`src/shared/tmr_pkg.sv`:
```
// Constants shared by the timer mode and capture/compare control block
// Assumes a byte/halfword register port and one count clock
package tmr_pkg;
	localparam logic [15:0] mode_reg_addr    = 16'hff60;
	localparam logic [15:0] capcmp_ctrl_addr = 16'hff62;
	localparam logic [15:0] capcmp_first_addr  = 16'hff12;
	localparam logic [15:0] capcmp_second_addr = 16'hff14;
	localparam logic [15:0] count_value_addr   = 16'hff16;
	localparam logic [7:0]  reg_reset        = 8'h00;
	localparam logic [15:0] word_zero        = 16'h0000;
	localparam logic [15:0] word_one         = 16'h0001;
	localparam logic [15:0] word_max         = 16'hffff;
	localparam int ovf_bit        = 0;
	localparam int out_timing_bit = 1;
	localparam int mode_lo_bit    = 2;
	localparam int mode_hi_bit    = 3;
	localparam int first_cap_bit  = 0;
	localparam int first_trig_bit = 1;
	localparam int second_cap_bit = 2;
	typedef enum logic [1:0] {
		mode_stop      = 2'b00,
		mode_free      = 2'b01,
		mode_edge_clr  = 2'b10,
		mode_match_clr = 2'b11
	} mode_type;
	typedef enum logic [1:0] {
		edge_fall = 2'b00,
		edge_rise = 2'b01,
		edge_bad  = 2'b10,
		edge_both = 2'b11
	} edge_type;
endpackage

```
`src/shared/trig_if.sv`:
```
// Trigger pins, edge selects and filtered valid-edge pulses
// Assumes both ends share ref_clk
`timescale 1ns/1ps
interface trig_if;
	logic                 trig_in_first;
	logic                 trig_in_second;
	tmr_pkg::edge_type    first_edge_sel;
	tmr_pkg::edge_type    second_edge_sel;
	logic                 valid_first;
	logic                 valid_second;
	logic                 inv_first;
	modport filt (input trig_in_first, trig_in_second, first_edge_sel, second_edge_sel,
		output valid_first, valid_second, inv_first);
	modport core (output trig_in_first, trig_in_second, first_edge_sel, second_edge_sel,
		input valid_first, valid_second, inv_first);
endinterface
```
`src/rtl/timer_mode_capture_compare_ctrl.sv`:
```
// Mode, overflow and capture/compare control of a 16-bit timer
// Assumes ref_clk is the selected count clock and trigger pins are synchronous
// Functional notes
// - Counter runs whenever mode field is nonzero
// - Stopped: count zero, no toggles or requests
// - Modes free, clear on edge, clear on match
// - Output inverts on matches, optionally first edge, except in edge clear mode
// - Compare requests on match, capture on edges
// - Mode bit 0 is overflow flag, clearable
// - Overflow when first register FFFFH and wrap
// - Clear before count 0001H is overridden
// - Capture, then request one count later
// - Control bit 2: second register captures
// - Control bit 0: first register captures
// - Control bit 1 picks first capture trigger
// - Reverse phase with both edges: no capture
// - Reset clears both control registers
// - Edge field: 00 fall, 01 rise, 11 both
// - Edge accepted after two equal samples
`timescale 1ns/1ps
module timer_mode_capture_compare_ctrl (
	// Clock and reset
	input  wire logic        ref_clk,
	input  wire logic        rst,
	// Register port
	input  wire logic [15:0] reg_addr,
	input  wire logic [15:0] reg_wdata,
	input  wire logic        reg_wr,
	input  wire logic        reg_rd,
	output logic      [15:0] reg_rdata,
	// Edge selects from the prescaler register
	input  wire logic [1:0]  first_edge_sel,
	input  wire logic [1:0]  second_edge_sel,
	// Trigger pins
	input  wire logic        trig_in_first,
	input  wire logic        trig_in_second,
	// Timer output and requests
	output logic             timer_out_pin,
	output logic             irq_first_match,
	output logic             irq_second_match
);
	trig_if trg ();
	assign trg.trig_in_first   = trig_in_first;
	assign trg.trig_in_second  = trig_in_second;
	assign trg.first_edge_sel  = tmr_pkg::edge_type'(first_edge_sel);
	assign trg.second_edge_sel = tmr_pkg::edge_type'(second_edge_sel);

	trig_filter u_filter (
		.ref_clk (ref_clk),
		.rst     (rst),
		.trg     (trg.filt)
	);

	logic [7:0]  timer_mode_reg;
	logic [7:0]  capcmp_ctrl_reg;
	logic [15:0] capcmp_first;
	logic [15:0] capcmp_second;
	logic [15:0] count_value;
	logic        wrap_seen;
	logic        cap_evt_first;
	logic        cap_evt_second;
	logic [7:0]  next_mode_reg;
	logic [7:0]  next_ctrl_reg;
	logic [15:0] next_first;
	logic [15:0] next_second;
	logic [15:0] next_count;
	logic        next_wrap_seen;
	logic        next_cap_first;
	logic        next_cap_second;
	logic        next_out;
	logic        next_irq_first;
	logic        next_irq_second;
	logic [15:0] next_rdata;

	tmr_pkg::mode_type mode;
	logic running;
	logic first_capture;
	logic second_capture;
	logic match_first;
	logic match_second;
	logic edge_first;
	logic edge_second;
	logic edge_inv;
	logic first_trig;
	logic overflow;

	assign mode = tmr_pkg::mode_type'({timer_mode_reg[tmr_pkg::mode_hi_bit],
		timer_mode_reg[tmr_pkg::mode_lo_bit]});
	assign running        = (mode != tmr_pkg::mode_stop);
	assign first_capture  = capcmp_ctrl_reg[tmr_pkg::first_cap_bit];
	assign second_capture = capcmp_ctrl_reg[tmr_pkg::second_cap_bit];
	assign edge_first     = running & trg.valid_first;
	assign edge_second    = running & trg.valid_second;
	assign edge_inv       = running & trg.inv_first;
	assign match_first    = running & ~first_capture & (count_value == capcmp_first);
	assign match_second   = running & ~second_capture & (count_value == capcmp_second);
	assign first_trig     = capcmp_ctrl_reg[tmr_pkg::first_trig_bit] ? edge_inv : edge_second;
	assign overflow       = running & (capcmp_first == tmr_pkg::word_max)
		& (count_value == tmr_pkg::word_max);

	// Counter, captures and control registers
	always_comb begin
		next_mode_reg   = timer_mode_reg;
		next_ctrl_reg   = capcmp_ctrl_reg;
		next_first      = capcmp_first;
		next_second     = capcmp_second;
		next_count      = count_value + tmr_pkg::word_one;
		next_wrap_seen  = overflow;
		next_cap_first  = 1'b0;
		next_cap_second = 1'b0;
		if (reg_wr) begin
			case (reg_addr)
				tmr_pkg::mode_reg_addr: begin
					next_mode_reg = {4'h0, reg_wdata[tmr_pkg::mode_hi_bit:0]};
				end
				tmr_pkg::capcmp_ctrl_addr: begin
					next_ctrl_reg = {5'h00, reg_wdata[tmr_pkg::second_cap_bit:0]};
				end
				tmr_pkg::capcmp_first_addr: begin
					next_first = reg_wdata;
				end
				tmr_pkg::capcmp_second_addr: begin
					next_second = reg_wdata;
				end
				default: begin
					next_first = capcmp_first;
				end
			endcase
		end
		// Set wins over a software clear, also while the wrap is pending
		if (overflow || (wrap_seen && count_value == tmr_pkg::word_zero)) begin
			next_mode_reg[tmr_pkg::ovf_bit] = 1'b1;
		end
		if (first_capture && first_trig) begin
			next_first     = count_value;
			next_cap_first = 1'b1;
		end
		if (second_capture && edge_first) begin
			next_second     = count_value;
			next_cap_second = 1'b1;
		end
		case (mode)
			tmr_pkg::mode_stop: begin
				next_count = tmr_pkg::word_zero;
			end
			tmr_pkg::mode_free: begin
				next_count = count_value + tmr_pkg::word_one;
			end
			tmr_pkg::mode_edge_clr: begin
				if (edge_first) begin
					next_count = tmr_pkg::word_zero;
				end
			end
			tmr_pkg::mode_match_clr: begin
				if (count_value == capcmp_first) begin
					next_count = tmr_pkg::word_zero;
				end
			end
			default: begin
				next_count = tmr_pkg::word_zero;
			end
		endcase
	end

	// Output inversion, requests and read data
	always_comb begin
		next_out = timer_out_pin;
		if (running && mode != tmr_pkg::mode_edge_clr) begin
			if (match_first || match_second ||
				(timer_mode_reg[tmr_pkg::out_timing_bit] && edge_first)) begin
				next_out = ~timer_out_pin;
			end
		end
		next_irq_first  = first_capture ? cap_evt_first : match_first;
		next_irq_second = second_capture ? cap_evt_second : match_second;
		next_rdata      = reg_rdata;
		if (reg_rd) begin
			case (reg_addr)
				tmr_pkg::mode_reg_addr:      next_rdata = {8'h00, timer_mode_reg};
				tmr_pkg::capcmp_ctrl_addr:   next_rdata = {8'h00, capcmp_ctrl_reg};
				tmr_pkg::capcmp_first_addr:  next_rdata = capcmp_first;
				tmr_pkg::capcmp_second_addr: next_rdata = capcmp_second;
				tmr_pkg::count_value_addr:   next_rdata = count_value;
				default:                     next_rdata = tmr_pkg::word_zero;
			endcase
		end
	end

	always_ff @(posedge ref_clk or posedge rst) begin
		if (rst) begin
			timer_mode_reg   <= tmr_pkg::reg_reset;
			capcmp_ctrl_reg  <= tmr_pkg::reg_reset;
			capcmp_first     <= tmr_pkg::word_zero;
			capcmp_second    <= tmr_pkg::word_zero;
			count_value      <= tmr_pkg::word_zero;
			wrap_seen        <= 1'b0;
			cap_evt_first    <= 1'b0;
			cap_evt_second   <= 1'b0;
			timer_out_pin    <= 1'b0;
			irq_first_match  <= 1'b0;
			irq_second_match <= 1'b0;
			reg_rdata        <= tmr_pkg::word_zero;
		end else begin
			timer_mode_reg   <= next_mode_reg;
			capcmp_ctrl_reg  <= next_ctrl_reg;
			capcmp_first     <= next_first;
			capcmp_second    <= next_second;
			count_value      <= next_count;
			wrap_seen        <= next_wrap_seen;
			cap_evt_first    <= next_cap_first;
			cap_evt_second   <= next_cap_second;
			timer_out_pin    <= next_out;
			irq_first_match  <= next_irq_first;
			irq_second_match <= next_irq_second;
			reg_rdata        <= next_rdata;
		end
	end
endmodule

```
`src/rtl/trig_filter.sv`:
```
// Noise filter and valid-edge detector for the two trigger pins
// Assumes pins are synchronous to ref_clk
`timescale 1ns/1ps
module trig_filter (
	// Clock and reset
	input  wire logic ref_clk,
	input  wire logic rst,
	// Trigger group
	trig_if.filt      trg
);
	logic [1:0] pin;
	logic [1:0] samp;
	logic [1:0] level;
	logic [1:0] next_samp;
	logic [1:0] next_level;
	logic [1:0] rise;
	logic [1:0] fall;
	tmr_pkg::edge_type sel [2];

	assign pin    = {trg.trig_in_second, trg.trig_in_first};
	assign sel[0] = trg.first_edge_sel;
	assign sel[1] = trg.second_edge_sel;

	genvar i;
	generate
		for (i = 0; i < 2; i++) begin : g_ch
			// Level accepted only after two equal samples
			always_comb begin
				next_samp[i]  = pin[i];
				next_level[i] = level[i];
				if (pin[i] == samp[i] && pin[i] != level[i]) begin
					next_level[i] = pin[i];
				end
			end
			always_ff @(posedge ref_clk or posedge rst) begin
				if (rst) begin
					samp[i]  <= 1'b0;
					level[i] <= 1'b0;
				end else begin
					samp[i]  <= next_samp[i];
					level[i] <= next_level[i];
				end
			end
			assign rise[i] = next_level[i] & ~level[i];
			assign fall[i] = ~next_level[i] & level[i];
		end
	endgenerate

	// Edge field decode
	function automatic logic valid_edge(tmr_pkg::edge_type s, logic r, logic f);
		case (s)
			tmr_pkg::edge_fall: valid_edge = f;
			tmr_pkg::edge_rise: valid_edge = r;
			tmr_pkg::edge_both: valid_edge = r | f;
			default:            valid_edge = 1'b0;
		endcase
	endfunction

	assign trg.valid_first  = valid_edge(sel[0], rise[0], fall[0]);
	assign trg.valid_second = valid_edge(sel[1], rise[1], fall[1]);
	// Reverse phase of the first pin; none when both edges chosen
	assign trg.inv_first = (sel[0] == tmr_pkg::edge_fall) ? rise[0] :
		(sel[0] == tmr_pkg::edge_rise) ? fall[0] : 1'b0;
endmodule

```
`config.mk`:
```
export PLATFORM = sky130hd
export DESIGN_NAME = timer_mode_capture_compare_ctrl
export DESIGN_NICKNAME = d
export VERILOG_FILES = /design/src/shared/tmr_pkg.sv /design/src/shared/trig_if.sv /design/src/rtl/timer_mode_capture_compare_ctrl.sv /design/src/rtl/trig_filter.sv
export SDC_FILE = /design/constraint.sdc
export NUM_CORES = 1
export LEC_CHECK = 0
export BUFFER_PORTS_ARGS = -buffer_cell sky130_fd_sc_hd__buf_2
export CAP_MARGIN = 20
export CORE_UTILIZATION = 57
export CTS_CLUSTER_DIAMETER = 50
export DETAILED_ROUTE_END_ITERATION = 7
export HOLD_SLACK_MARGIN = 0.08
export PLACE_DENSITY = 0.8
export RECOVER_POWER = 50
export SYNTH_ARGS = -nofsm -noshare
export SYNTH_HDL_FRONTEND = slang
export SYNTH_SLANG_ARGS = --single-unit
```
`constraint.sdc`:
```
create_clock -name ref_clk -period 3.7 [get_ports ref_clk]
set_clock_uncertainty 0.2 [all_clocks]
set_input_delay 0.555 -clock ref_clk [delete_from_list [all_inputs] [get_ports ref_clk]]
set_output_delay 0.555 -clock ref_clk [all_outputs]
set_load 0.005 [all_outputs]
```
==> results.json, run 1 <==
{
  "synth_top_family_by_area": "multiplexers",
  "p_per_area_mw_per_mm2": 322,
  "clkLatencyLatePin_ps": 350,
  "worstSetupPathType": "reg -> reg",
  "cts_tree": "done",
  "vdd.ir_drop.worst_uv": 197,
  "async_flop_share_pct": 100,
  "drt_pass1_iterations": 5,
  "violations": "max-capacitance violations, max-slew violations",
  "die_width_um": 92.9,
  "drive_above_1_share_pct": 25.1,
  "synth_nets": 495,
  "muxShareOfSynthArea_pct": 17.6,
  "viasPerCell": 6.09,
  "antenna_found_initial": 1,
  "rows": 32,
  "synth_cells": 448,
  "design.die.area_mm2": 0.00862,
  "r2r_cells": 5,
  "min_path_type": "in -> reg",
  "ys_ff_latch": 81,
  "fmax_ghz": 0.382,
  "grt_pass1_vias": 3616,
  "cts-root-buf": "clkbuf_8",
  "min_path_cells": 1,
  "final_hold_viol_count": 0,
  "crit_arrival_ps": 2630,
  "gr-total-overflow": 0,
  "ys_types": 50,
  "yosys-top-cells-area": "dfrtp_1 (43%), mux2_2 (10%), xor2_1 (6.3%), mux2i_1 (5.1%), nor2_1 (4.0%)",
  "slew_headroom_pct": -7.75,
  "worst_pin_slew_ps": 1610,
  "endpoint_kind": "register",
  "dp.final_hpwl_mm": 7.99,
  "status": "finished, violations left",
  "diodes": 0,
  "yosys.area.top_type_share_pct": 43.1,
  "synth_largest_area_cell": "dfrtp_1",
  "vias": 3638,
  "ys.flop_type": "dfrtp_1",
  "num-nets-final": 538,
  "cap_violations": 1,
  "dieHeight_um": 92.9,
  "syn-cell-area_mm2": 0.00471,
  "tns_ps": 0,
  "syn_avg_cell_area_um2": 10.5,
  "cts_max_path_buffers": 2,
  "post-route-period-util_pct": 70.8,
  "io_buffers": 60,
  "cts.sinks": 81,
  "postRouteAntennaNets": 0,
  "path_clk_slew_ps": 80,
  "synth_compound_area_share_pct": 8.75,
  "fin_crit_ps": 2620,
  "fin_area_mm2": 0.00520,
  "coreArea_mm2": 0.00785,
  "start_util_pct": 60.0,
  "cp.required_ps": 3710,
  "drv_slew": 38,
  "reg2reg_from": "count_value[9]",
  "routabilityCongestion": 0.962,
  "numPlacedInstances": 581,
  "rsz0062_at_grt": "no",
  "synthXorXnorAreaFrac_pct": 8.56,
  "postPlaceCellArea_mm2": 0.00501,
  "yosys.area_share.simple_pct": 16.4,
  "ys_warn_count": 0,
  "grt_max_degree": 46,
  "areaGrowthSynthToFinish_pct": 10.6,
  "crit_fanout": 16,
  "wl_mm": 11.2,
  "drc": 0,
  "io_pins": 61,
  "yosysSeqAreaShare_pct": 43.1,
  "track_usage_pct": 27.6,
  "grt_pass1_wl_mm": 18.3,
  "start_kind": "register",
  "yosysMostFrequentCell": "dfrtp_1",
  "synth-edff-count": 0,
  "cts_resized": 0,
  "setup_viol": 0,
  "wl_per_cell_um": 18.8,
  "min_from": "trig_in_second",
  "p_leak_nw": 2.70,
  "drt_iter0_markers": 271,
  "synth-adder-area-share_pct": 1.75,
  "synthTopCellsByCount": "dfrtp_1 (81), nor2_1 (50), mux2_2 (43)",
  "startpoint": "count_value[9]",
  "final_cell_count_no_fill": 597,
  "htree_levels": 3,
  "numCtsBuffers": 9
}
where the power goes:
part           total (mW)  internal, mW  switching, mW
logic               0.114        0.0470         0.0672
registers           0.907         0.899        0.00831
clock network       0.657         0.343          0.313
path summary, 6_finish.rpt:
check,end,slack (ps)
min in group asynchronous,count_value[3],910
max in group asynchronous,timer_mode_reg[0],1170
worst max register to register,count_value[8],1080
worst max-delay path,count_value[8],1080
worst min register to register,irq_first_match,270
worst min-delay path,u_filter.samp[1],140
layout by cell type, fill, tap and decap left out, types with 5 or more instances in the layout:
| cell type | netlist | routed |
|---|---|---|
| nand2_1 | 14 | 14 |
| clkbuf_1 | 19 | 12 |
| a22oi_1 | 12 | 12 |
| xor2_1 | 34 | 34 |
| and4_1 | 6 | 6 |
| xnor2_1 | 12 | 12 |
| clkbuf_8 | 0 | 11 |
| inv_1 | 10 | 9 |
| dfrtp_1 | 81 | 81 |
| ha_1 | 5 | 5 |
| mux2_2 | 43 | 43 |
| nor4_1 | 9 | 9 |
| nor2_1 | 50 | 50 |
| a21oi_1 | 31 | 31 |
| o21ai_0 | 5 | 5 |
| nand3_1 | 12 | 12 |
| nor3_1 | 5 | 5 |
| mux2_4 | 7 | 7 |
| nand4_1 | 10 | 10 |
| nor2b_1 | 5 | 5 |
| buf_2 | 11 | 49 |
| mux2i_1 | 24 | 24 |
cells by family after synthesis:
family	after synthesis
AOI/OAI and AO/OA	62
DFF	81
and+or+nand+nor	136
buffers and inverters	42
xor gates and xnor gates	46
adders and majority gates	7
muxes	74
routing by layer:
| layer | up-vias | share of wire, % | GRT usage [%] |
|---|---|---|---|
| met5 | - | 0 | 0 |
| met2 | 126 | 49 | 46.7 |
| met1 | 1809 | 43 | 35.3 |
| met4 | 0 | 2.5 | 11.3 |
| li1 | 1679 | - | - |
| met3 | 24 | 4.8 | 4.43 |
per-stage QoR:
stage / setup WS [ps] / utilization [%] / power (mW) / hold WS (ps)
2_1_floorplan: 865 / - / 0.983 / 228
3_3_place_gp: 979 / 63.9 / 1.04 / 239
3_5_place_dp: 863 / 63.9 / 1.04 / 250
4_1_cts: 1150 / 66.5 / 1.68 / 130
5_1_grt: 784 / 66.3 / 1.74 / 143
6_report: 1080 / 66.3 / 1.68 / 140
critical path, stage by stage, from the launching register on:
cell     delay [ps]
dfrtp_1         540
xor2_1          210
nor4_1          360
nand4_1         340
o31ai_4         680
nor2_1          140
cell type report:
cell class,count,area (um2)
fill,644,2640
multi-input combinational,325,2500
sequential,81,2030
timing repair buffer,64,319
clock buffer,12,155
tap,102,128
clock inverter,3,40.0
inverter,10,38.8
what timing repair did:
| item | CTS | global route |
|---|---|---|
| hold buffers | 1 | 0 |
| buffers inserted | 0 | 0 |
| hold endpoints to repair | 8 | 0 |
Note: power is estimated with default switching activity, not from simulation.
==> run 2: changes to the inputs <==
Clock period 3.7 ns to 2.6 ns, I/O delays scaled along.
==> results.json, run 2 (synthesis results as in run 1) <==
{
  "design.die.area_mm2": 0.00862,
  "slew_headroom_pct": 39.5,
  "gr-total-overflow": 0,
  "final_cell_mix": "dfrtp_1 (81), buf_2 (53), nor2_1 (50), mux2_2 (43), xor2_1 (34)",
  "drv_slew": 0,
  "worstSetupPathType": "in -> reg",
  "cp.required_ps": 2640,
  "areaGrowthSynthToFinish_pct": 16.5,
  "crit_buf_inv": 4,
  "cpLargestDelayFamily": "buffers and inverters",
  "post-route-period-util_pct": 95.1,
  "cts.sinks": 81,
  "io_pins": 61,
  "track_usage_pct": 30.1,
  "wl_mm": 11.9,
  "path_clk_slew_ps": 90,
  "crit_top_cell": "nand2_1",
  "switching_share_pct": 23.2,
  "routabilityCongestion": 0.898,
  "crit_arrival_ps": 2510,
  "fin_crit_ps": 2470,
  "p_switching_mw": 0.602,
  "start_util_pct": 60.0,
  "antenna_found_initial": 0,
  "rsz0062_at_grt": "no",
  "drc": 0,
  "dp.final_hpwl_mm": 8.47,
  "cap_violations": 0,
  "p_seq_share_pct": 49.7,
  "tns_ps": 0,
  "viasPerCell": 6.00,
  "coreArea_mm2": 0.00785,
  "drt_iter0_markers": 247,
  "max_stage_delay_ps": 510,
  "grt_pass1_vias": 3758,
  "whs_ps": 121,
  "vias": 3743,
  "vdd.ir_drop.worst_uv": 301,
  "endpoint_kind": "register",
  "drt_pass1_iterations": 5,
  "drive_above_1_share_pct": 29.3,
  "io_buffers": 60,
  "diodes": 0,
  "cts_tree": "done",
  "fin_area_mm2": 0.00548,
  "postPlaceCellArea_mm2": 0.00523,
  "path_cells": "dlygate4sd3_1, buf_2, nand2_1, nand2_1, o21ai_2, inv_1, ha_1, mux2i_1, o22ai_1, o2111a_1, buf_6, mux2_2",
  "start_kind": "input port",
  "internal_power_mw": 2.00,
  "clkLatencyLatePin_ps": 360,
  "grt_pass1_wl_mm": 19.6,
  "postRouteAntennaNets": 0,
  "cts-root-buf": "clkbuf_8",
  "min_path_type": "in -> reg",
  "dieHeight_um": 92.9,
  "final_hold_viol_count": 0,
  "die_width_um": 92.9,
  "power_frac_comb_pct": 6.5,
  "post_cts_buffers": 0,
  "num-nets-final": 564,
  "status": "finished, final reports clean",
  "cts_max_path_buffers": 2,
  "setup_viol": 0,
  "htree_levels": 3,
  "crit_slowest_cell": "dlygate4sd3_1",
  "worst_pin_slew_ps": 907,
  "numCtsBuffers": 9,
  "wl_per_cell_um": 19.1,
  "p_per_area_mw_per_mm2": 474,
  "clkPwrFrac_pct": 43.9,
  "grt_max_degree": 36,
  "p_leak_nw": 2.87,
  "crit_fanout": 17,
  "num-fill-cells": 611,
  "mostFrequentLayoutCell": "dfrtp_1",
  "rows": 32,
  "fmax_ghz": 0.404
}
## run 2: worst reg2reg max path: stages, from the launching register on
cell     delay, ps
dfrtp_1        450
xor2_1         180
nor4_1         320
nand4_1        340
o31ai_4        680
nor2_1         130
## run 2: final timing paths
check | startpoint | endpoint | slack (ps) | cells past startpoint
min in group asynchronous | rst | count_value[3] | 480 | 3
hold reg to reg | cap_evt_first | irq_first_match | 270 | 2
setup reg to reg | capcmp_first[6] | count_value[5] | 140 | 5
setup / recovery | trig_in_second | capcmp_first[6] | 130 | 12
hold / removal | reg_wdata[3] | timer_mode_reg[3] | 120 | 2
max in group asynchronous | rst | reg_rdata[0] | 420 | 4
## run 2: per-layer routing
| metal | up-vias | routed length (um) | global-route usage (%) |
|---|---|---|---|
| met2 | 139 | 6010 | 51.0 |
| met3 | 25 | 664 | 4.35 |
| met4 | 0 | 297 | 11.5 |
| met1 | 1833 | 4970 | 38.7 |
| met5 | - | 0 | 0 |
| li1 | 1746 | - | - |
## run 2: stage by stage
stage | utilization [%] | power [mW] | std cells | worst slack, ps
2_1_floorplan | - | 1.40 | 448 | 186
3_3_place_gp | 66.7 | 1.48 | 605 | 68.6
3_5_place_dp | 66.7 | 1.49 | 605 | 15.0
4_1_cts | 70.2 | 2.62 | 624 | 25.0
5_1_grt | 69.9 | 2.69 | 624 | 13.1
6_report | 69.9 | 2.60 | 624 | 127
## run 2: area by class of cell
type	count	area, um2	area share, %
flip-flops and latches	81	2030	37.0
inverters	10	38.8	0.707
well taps	102	128	2.33
multi-input cells	325	2500	45.6
repair buffers	90	543	9.90
clock inverters	7	124	2.26
clock buffers	9	124	2.26
## run 2: timing repair
| item | 4_1_cts | 5_1_grt |
|---|---|---|
| hold buffers | 3 | 0 |
| hold endpoints to repair | 19 | 0 |
| gates resized for setup | 0 | 4 |
| setup endpoints to repair | 0 | 29 |
## run 2: power by group through the flow
stage	Sequential, mW	Clock [mW]	Combinational, mW
after floorplan	1.32	0	0.0822
after global placement	1.32	0	0.165
after detailed placement	1.32	0	0.172
after CTS	1.29	1.15	0.176
after global routing	1.29	1.20	0.191
final	1.29	1.14	0.169
